$ cat src/logic/msc_map.vh
`ifndef MSC_MAP_VH
`define MSC_MAP_VH
// Register byte offsets.
`define MSC_OFF_CTRL 12'h000
`define MSC_OFF_STATUS 12'h004
`define MSC_OFF_ADDR 12'h008
`define MSC_OFF_BUF_LEVEL 12'h00C
// Control register fields.
`define MSC_CTRL_SELFTEST_DONE 0
`define MSC_CTRL_SW_SWITCH_EN 1
`define MSC_CTRL_SW_SWITCH 2
`define MSC_CTRL_CMD_BUSY 3
`define MSC_CTRL_RX_BUSY 4
`define MSC_CTRL_RESET 32'h0000_0000
// Status register fields.
`define MSC_ST_CFG_MODE 0
`define MSC_ST_BUSY 1
`define MSC_ST_PENDING 2
`define MSC_ST_READY 3
`define MSC_ST_BCAST 4
// Own address reset value and broadcast value.
`define MSC_ADDR_RESET 16'h0000
`define MSC_ADDR_BCAST 16'hFFFF
// Timing, in microseconds, at 125 MHz.
`define MSC_CLK_MHZ 125
`define MSC_HOLD_US 1500000
`define MSC_DEBOUNCE_US 10
`define MSC_SWITCH_US 1000
`define MSC_BLINK_US 250000
`define MSC_BUF_BYTES 1000
`endif

$ cat src/logic/msc_mode_ctrl.v
// The register offsets and the APB register port were chosen for this implementation.
`timescale 1ns/1ps
// Contract
// - Long hold over 1.5 s, switch on release.
// - Transmission mode: green steady, flashes when busy.
// - Configuration mode: red steady, flashes responding.
// - Red during self-test, then green transmission.
// - Hold serial input in 1000-byte buffer.
// - Blink green while buffer holds data.
// - Steady green only means data radiated.
// - Software switch only when enabled, default off.
// - Leave old mode, enter new, steady.
// - Any flashing condition wins over steady.
// - Busy while flashing, no mode detection; the code latches a request made while busy and switches once idle.
// - Transmission mode opens serial and radio.
// - Configuration mode gives register access, 9600.
// - All-ones own address transmits as broadcast.
// - All-ones own address receives everything.
// - Idle switch takes effect within 1 ms.
`include "msc_map.vh"
module msc_mode_ctrl #(
    parameter integer HOLD_CYCLES = `MSC_HOLD_US * `MSC_CLK_MHZ,
    parameter integer SWITCH_CYCLES = `MSC_SWITCH_US * `MSC_CLK_MHZ,
    parameter integer BLINK_CYCLES = `MSC_BLINK_US * `MSC_CLK_MHZ,
    parameter integer DEBOUNCE_CYCLES = `MSC_DEBOUNCE_US * `MSC_CLK_MHZ,
    parameter integer BUF_BYTES = `MSC_BUF_BYTES
) (
    input wire core_clk,
    input wire resetn,
    input wire psel,
    input wire penable,
    input wire pwrite,
    input wire [11:0] paddr,
    input wire [31:0] pwdata,
    output reg [31:0] prdata,
    output reg pready,
    output reg pslverr,
    input wire button_n,
    input wire ser_byte_in,
    input wire radio_byte_taken,
    output reg led_green,
    output reg led_red,
    output reg cfg_mode,
    output reg serial_open,
    output reg radio_open,
    output reg reg_access_en,
    output reg tx_broadcast,
    output reg rx_accept_all,
    output reg buf_full
);
    // One-hot states of the mode switch sequence.
    localparam [4:0] ST_SELFTEST = 5'h01;
    localparam [4:0] ST_RUN = 5'h02;
    localparam [4:0] ST_LEAVE = 5'h04;
    localparam [4:0] ST_ENTER = 5'h08;
    localparam [4:0] ST_SETTLE = 5'h10;

    reg [4:0] state_reg;
    reg [4:0] state_next;
    reg mode_reg;
    reg pending_reg;
    reg selftest_done_reg;
    reg sw_en_reg;
    reg cmd_busy_reg;
    reg rx_busy_reg;
    reg [15:0] addr_reg;
    reg [10:0] level_reg;
    reg [31:0] blink_reg;
    reg blink_phase_reg;
    reg sw_req;
    wire pressed;
    wire long_release;
    wire busy;
    wire flashing;
    wire wr_en;
    wire rd_en;
    wire push;
    wire pop;
    wire own_bcast;

    msc_debounce #(
        .STABLE_CYCLES(DEBOUNCE_CYCLES)
    ) u_debounce (
        .core_clk(core_clk),
        .resetn(resetn),
        .raw_n(button_n),
        .pressed(pressed)
    );

    msc_hold_timer #(
        .HOLD_CYCLES(HOLD_CYCLES)
    ) u_hold (
        .core_clk(core_clk),
        .resetn(resetn),
        .pressed(pressed),
        .long_release(long_release)
    );

    // Selects a decoded register address.
    function hit;
        input [11:0] a;
        input [11:0] off;
        begin
            hit = (a == off);
        end
    endfunction

    // Reports whether an address names one of the four registers.
    function mapped;
        input [11:0] a;
        begin
            mapped = hit(a, `MSC_OFF_CTRL) || hit(a, `MSC_OFF_STATUS)
                || hit(a, `MSC_OFF_ADDR) || hit(a, `MSC_OFF_BUF_LEVEL);
        end
    endfunction

    // Lights a lamp in its own mode, dark in the off half of a flash.
    function lamp;
        input owns;
        input flash;
        input phase;
        begin
            lamp = owns && !(flash && phase);
        end
    endfunction

    assign wr_en = psel && penable && pwrite && pready;
    assign rd_en = psel && !penable && !pwrite;
    assign push = ser_byte_in && !mode_reg && (level_reg < BUF_BYTES);
    assign pop = radio_byte_taken && (level_reg != 11'h000);
    // pending data blinks; steady only means empty
    assign flashing = (!mode_reg && (level_reg != 11'h000 || rx_busy_reg))
        || (mode_reg && cmd_busy_reg);
    assign busy = flashing;
    assign own_bcast = (addr_reg == `MSC_ADDR_BCAST);

    // The switch bit is judged against the enable as it stood before this write.
    always @* begin
        sw_req = wr_en && hit(paddr, `MSC_OFF_CTRL) && pwdata[`MSC_CTRL_SW_SWITCH];
    end

    always @* begin
        state_next = state_reg;
        case (state_reg)
            ST_SELFTEST: begin
                if (selftest_done_reg)
                    state_next = ST_SETTLE;
            end
            ST_RUN: begin
                if (pending_reg && !busy)
                    state_next = ST_LEAVE;
            end
            ST_LEAVE: begin
                state_next = ST_ENTER;
            end
            ST_ENTER: begin
                state_next = ST_SETTLE;
            end
            ST_SETTLE: begin
                // The new mode is in force; the paths open next.
                state_next = ST_RUN;
            end
            default: begin
                state_next = ST_SELFTEST;
            end
        endcase
    end

    always @(posedge core_clk or negedge resetn) begin
        if (!resetn) begin
            state_reg <= ST_SELFTEST;
            mode_reg <= 1'b0;
            pending_reg <= 1'b0;
            selftest_done_reg <= 1'b0;
            sw_en_reg <= 1'b0;
            cmd_busy_reg <= 1'b0;
            rx_busy_reg <= 1'b0;
            addr_reg <= `MSC_ADDR_RESET;
            level_reg <= 11'h000;
        end else begin
            state_reg <= state_next;
            if (state_reg == ST_ENTER)
                mode_reg <= ~mode_reg;
            // latch request, set wins over clear
            if (long_release || (sw_req && sw_en_reg))
                pending_reg <= 1'b1;
            else if (state_reg == ST_LEAVE)
                pending_reg <= 1'b0;
            if (wr_en && hit(paddr, `MSC_OFF_CTRL)) begin
                selftest_done_reg <= selftest_done_reg | pwdata[`MSC_CTRL_SELFTEST_DONE];
                if (mode_reg)
                    sw_en_reg <= pwdata[`MSC_CTRL_SW_SWITCH_EN];
                cmd_busy_reg <= pwdata[`MSC_CTRL_CMD_BUSY];
                rx_busy_reg <= pwdata[`MSC_CTRL_RX_BUSY];
            end
            if (wr_en && hit(paddr, `MSC_OFF_ADDR))
                addr_reg <= pwdata[15:0];
            // A byte taken in while one leaves keeps the level unchanged.
            case ({push, pop})
                2'b10: level_reg <= level_reg + 11'h001;
                2'b01: level_reg <= level_reg - 11'h001;
                default: level_reg <= level_reg;
            endcase
        end
    end

    // Each flash opens with a lit half-period.
    always @(posedge core_clk or negedge resetn) begin
        if (!resetn) begin
            blink_reg <= 32'h0000_0000;
            blink_phase_reg <= 1'b0;
        end else if (!flashing) begin
            blink_reg <= 32'h0000_0000;
            blink_phase_reg <= 1'b0;
        end else if (blink_reg >= BLINK_CYCLES - 1) begin
            blink_reg <= 32'h0000_0000;
            blink_phase_reg <= ~blink_phase_reg;
        end else begin
            blink_reg <= blink_reg + 32'h0000_0001;
        end
    end

    always @(posedge core_clk or negedge resetn) begin
        if (!resetn) begin
            led_green <= 1'b0;
            led_red <= 1'b1;
            cfg_mode <= 1'b0;
            serial_open <= 1'b0;
            radio_open <= 1'b0;
            reg_access_en <= 1'b0;
            tx_broadcast <= 1'b0;
            rx_accept_all <= 1'b0;
            buf_full <= 1'b0;
        end else begin
            cfg_mode <= mode_reg;
            // Full is flagged once the level reaches capacity.
            buf_full <= (level_reg >= BUF_BYTES);
            if (state_reg == ST_SELFTEST) begin
                led_red <= 1'b1;
                led_green <= 1'b0;
            end else if (state_reg == ST_LEAVE || state_reg == ST_ENTER) begin
                // old mode left before new entered
                led_red <= 1'b0;
                led_green <= 1'b0;
            end else begin
                led_green <= lamp(!mode_reg, flashing, blink_phase_reg);
                led_red <= lamp(mode_reg, flashing, blink_phase_reg);
            end
            serial_open <= (state_reg == ST_RUN);
            radio_open <= (state_reg == ST_RUN) && !mode_reg;
            reg_access_en <= (state_reg == ST_RUN) && mode_reg;
            tx_broadcast <= own_bcast;
            rx_accept_all <= own_bcast;
        end
    end

    always @(posedge core_clk or negedge resetn) begin
        if (!resetn) begin
            prdata <= 32'h0000_0000;
            pready <= 1'b0;
            pslverr <= 1'b0;
        end else begin
            // Every transfer is answered in its first access cycle.
            pready <= psel && !penable;
            pslverr <= 1'b0;
            if (psel && !penable)
                pslverr <= !mapped(paddr);
            if (rd_en) begin
                if (hit(paddr, `MSC_OFF_CTRL))
                    prdata <= {27'h0000000, rx_busy_reg, cmd_busy_reg, 1'b0, sw_en_reg,
                        selftest_done_reg};
                else if (hit(paddr, `MSC_OFF_STATUS))
                    prdata <= {27'h0000000, own_bcast,
                        (state_reg == ST_RUN), pending_reg, busy, mode_reg};
                else if (hit(paddr, `MSC_OFF_ADDR))
                    prdata <= {16'h0000, addr_reg};
                else if (hit(paddr, `MSC_OFF_BUF_LEVEL))
                    prdata <= {21'h000000, level_reg};
                else
                    prdata <= 32'h0000_0000;
            end
        end
    end
endmodule // msc_mode_ctrl

$ cat src/logic/msc_debounce.v
`timescale 1ns/1ps
// Synchronises the button and accepts a level only after it is stable.
module msc_debounce #(
    parameter integer STABLE_CYCLES = 1250
) (
    input wire core_clk,
    input wire resetn,
    input wire raw_n,
    output reg pressed
);
    reg sync1_reg;
    reg sync2_reg;
    reg [31:0] cnt_reg;

    always @(posedge core_clk or negedge resetn) begin
        if (!resetn) begin
            sync1_reg <= 1'b1;
            sync2_reg <= 1'b1;
            cnt_reg <= 32'h0000_0000;
            pressed <= 1'b0;
        end else begin
            sync1_reg <= raw_n;
            sync2_reg <= sync1_reg;
            if (sync2_reg == pressed) begin
                if (cnt_reg >= STABLE_CYCLES - 1) begin
                    pressed <= ~sync2_reg;
                    cnt_reg <= 32'h0000_0000;
                end else begin
                    cnt_reg <= cnt_reg + 32'h0000_0001;
                end
            end else begin
                cnt_reg <= 32'h0000_0000;
            end
        end
    end
endmodule // msc_debounce

$ cat src/logic/msc_hold_timer.v
`timescale 1ns/1ps
// Times a debounced press and pulses on release after a long hold.
module msc_hold_timer #(
    parameter integer HOLD_CYCLES = 187500000
) (
    input wire core_clk,
    input wire resetn,
    input wire pressed,
    output reg long_release
);
    reg [31:0] cnt_reg;
    reg long_reg;
    reg prev_reg;

    always @(posedge core_clk or negedge resetn) begin
        if (!resetn) begin
            cnt_reg <= 32'h0000_0000;
            long_reg <= 1'b0;
            prev_reg <= 1'b0;
            long_release <= 1'b0;
        end else begin
            prev_reg <= pressed;
            long_release <= 1'b0;
            if (pressed) begin
                if (cnt_reg > HOLD_CYCLES)
                    long_reg <= 1'b1;
                else
                    cnt_reg <= cnt_reg + 32'h0000_0001;
            end else begin
                cnt_reg <= 32'h0000_0000;
                long_reg <= 1'b0;
                // Short presses end here with no effect.
                if (prev_reg && long_reg)
                    long_release <= 1'b1;
            end
        end
    end
endmodule // msc_hold_timer

$ cat config.mk
export PLATFORM = sky130hd
export DESIGN_NAME = msc_mode_ctrl
export DESIGN_NICKNAME = d
export VERILOG_FILES = /design/src/logic/msc_mode_ctrl.v /design/src/logic/msc_debounce.v /design/src/logic/msc_hold_timer.v
export VERILOG_INCLUDE_DIRS = /design/src /design/src/logic
export SDC_FILE = /design/constraint.sdc
export NUM_CORES = 1
export LEC_CHECK = 0
export BUFFER_PORTS_ARGS = -buffer_cell sky130_fd_sc_hd__buf_4
export CAP_MARGIN = 30
export CORE_ASPECT_RATIO = 1.5
export CORE_MARGIN = 2
export CORE_UTILIZATION = 30
export CTS_BUF_LIST = sky130_fd_sc_hd__clkbuf_4
export DETAILED_ROUTE_END_ITERATION = 6
export PLACE_DENSITY_LB_ADDON = 0.1
export SLEW_MARGIN = 0
export SYNTH_ARGS = -nofsm -noshare
export SYNTH_HDL_FRONTEND = slang
export SYNTH_SLANG_ARGS = --single-unit
$ cat constraint.sdc
create_clock -name core_clk -period 4.2 [get_ports core_clk]
set_clock_uncertainty 0.1 [all_clocks]
set_input_delay 0.84 -clock core_clk [delete_from_list [all_inputs] [get_ports core_clk]]
set_output_delay 0.84 -clock core_clk [all_outputs]
set_load 0.01 [all_outputs]
==> metrics.md <==
| Metric | Value |
|---|---|
| Outcome | complete, no violations |
| Sw frac | 0.293 |
| Area grow syn2layout | 14.5% |
| Synth warn | 0 |
| Final Hold Fails | 0 |
| Horiz. Die Dim | 136 um |
| Fin crit period | 3710 ps |
| # setup viols final | 0 |
| Total iterations of the first detailed-routing run | 5 |
| Netlist Area Pre-Place | 0.00779 mm^2 |
| RSZ-0062 raised after global routing | no |
| Fill count | 2,646 |
| Via density | 4.81 |
| Initial Utilization | 0.303 |
| CP Cell Sequence | or2_2, a41o_1, or3b_2, ha_1, xor2_1, ha_1, or4b_1, a31o_2, a21o_1, a21oi_1, xor2_1 |
| Global-route wire length before repair | 29,400 um |
| Reg area | 0.00418 mm^2 |
| Clk slew on worst S/H paths | 130 ps |
| Achievable clock frequency | 269 MHz |
| Sequential fraction of the synthesis area | 0.537 |
| CP endpoint kind | flip-flop |
| Hold crit path type | in -> async |
| CTS tree | done |
| Sw Pwr | 970 uW |
| Remaining DRCs | 0 |
| Post-Route WL | 17,500 um |
| # nets final | 884 |
| Largest net degree at the start of global routing | 85 |
| Number of port buffers | 62 |
| Max clock buf depth | 2 |
| Critical Path RT | 4600 ps |
| Worst path max stage delay | 500 ps |
| Util after Layout | 0.347 |
| Dpl ws | 530 ps |
| Row Count | 72 |
| Cell Int Power | 2.34 mW |
| Power Density | 371 mW/mm^2 |
| Initial antenna violation count | 1 |
| Clock power share | 0.281 |
| CTS sink count | 167 |
| Remaining global-route overflow | 0 |
| Synthesized flop and latch total | 167 |
| CP delay by family, top | simple AND/OR/NAND/NOR gates |
| Most frequent cells in the layout | dfrtp_1 (163), nor2_1 (75), buf_4 (67) |
| Reg-to-reg startpoint | level_reg[4] |
| Root buffer cell | clkbuf_4 |
| Inserted Clock Buffers | 17 |
| WS Path Type | reg -> reg |
| Crit-path max FO | 7 |
| Lkg Pwr | 3.95 nW |
| Fin. max-slew vios | 0 |
| Post-synth ARST share | 1.00 |
| Final instance area | 0.00892 mm^2 |
| R2R setup slack | 490 ps |
| I/O pins | 95 |
| Final worst setup slack | 488 ps |
| Post-route ant nets | 0 |
| GRT Overall Usage | 0.136 |
| R2r endpoint | level_reg[6] |
| Die height | 201 um |
| Sum Neg Setup Slack | 0 ps |
| Period utilization | 0.884 |
| Post-CTS sizing | 0 |
| Combinational share of power | 0.162 |
| HPWL after DPL | 12,300 um |
| Peak supply drop | 0.000175 V |
| CP Launch Point | level_reg[4] |
| Post-CTS Repair Setup Buffers | 0 |
| Cells on worst reg2reg path | 11 |
| DR WL/cell | 14.9 um |
| Flop pwr share | 0.557 |
| Number of synthesized flops with an enable pin | 0 |
| Most common flop cell mapped by yosys | dfrtp_1 |
| Vias in the first global route | 5,679 |
| GP Congestion | 0.788 |
| Worst-skew pair later-pin latency | 570 ps |
| Dpl cell area | 0.00865 mm^2 |
| Share of cells above drive strength 1 | 0.166 |
| Die footprint | 0.0273 mm^2 |
| Avg Cell Area, Syn | 10.5 um^2 |
| CTS H-tree depth | 4 |
| Synth Instances | 740 |
| Tightest Pin Transition | 781 ps |
| Vias | 5,627 |
| Crit-path slowest cell | or3b_2 |
| Rel. slew slack | 0.478 |
| Area of the multi-input gates | 0.00345 mm^2 |
| Commonest non-fill, non-tap cell in the layout | dfrtp_1 |
| Worst EP arrival | 4110 ps |
| Cts hold-fix bufs | 0 |
| Startpoint types | flip-flop |
| Max-Cap Viols | 0 |
| Core area | 0.0257 mm^2 |
| Hold_ws | 216 ps |
| Count of cell types in the netlist | 66 |
| Worst path bufs/invs | 0 |
| Initial DRC count | 298 |
## layout make-up
cell class,instances,share of cell area
flip-flops and latches,167,0.469
multi-input cells,550,0.386
inverters,17,0.00715
diodes,2,0.000561
clock inverters,7,0.00912
clock buffers,25,0.0210
repair buffers,69,0.0599
well taps,333,0.0467
## per-layer routing
layer,wire (um),global-route usage,share of wire
met1,7210,0.160,0.41
met2,9400,0.242,0.54
met3,552,0.0297,0.032
met4,286,0.0439,0.016
met5,0,0,0
## power by group through the flow
stage,clock (mW),combinational (mW),sequential (mW)
after floorplan,0,0.455,1.78
after global placement,0,0.532,1.87
after detailed placement,0,0.538,1.87
after CTS,0.982,0.542,1.84
after global routing,1.05,0.614,1.86
final,0.930,0.536,1.84
## through the flow
stage | std cells | power (mW)
after floorplan | 783 | 2.23
after global placement | 1136 | 2.40
after detailed placement | 1136 | 2.41
after CTS | 1168 | 3.37
after global routing | 1170 | 3.53
final | 1170 | 3.31
## worst max-delay path by stage
stage,to,cells past startpoint
final,level_reg[6],11
after global routing,level_reg[6],11
after CTS,level_reg[6],11
after detailed placement,level_reg[6],11
after global placement,level_reg[6],11
after floorplan,level_reg[6],15
## Yosys cell counts (14+ instances only)
cell	number	share of area
nand4_1	22	0.018
nor4_1	19	0.015
nor3_1	15	0.0096
o21ai_0	27	0.017
buf_4	17	0.016
and3_1	17	0.014
a21oi_1	35	0.022
xnor2_1	25	0.028
nand3_1	24	0.015
nor2_1	75	0.036
inv_1	16	0.0077
mux2_2	20	0.029
xor2_1	31	0.035
dfrtp_1	163	0.52
clkbuf_1	28	0.013
nand2_1	52	0.025
or3_1	14	0.011
## kinds of logic (layout without fill, tap and decap cells)
family | after synthesis | in the layout | share of synthesized area
compound gates | 116 | 116 | 0.0965
xor+xnor | 56 | 56 | 0.0630
fa+ha+maj | 10 | 10 | 0.0161
buf+inv | 66 | 118 | 0.0413
flops | 167 | 167 | 0.537
mux | 29 | 29 | 0.0469
other cells | 1 | 46 | 0.000481
simple gates | 295 | 295 | 0.199
Power figures use the tool's default switching activity.
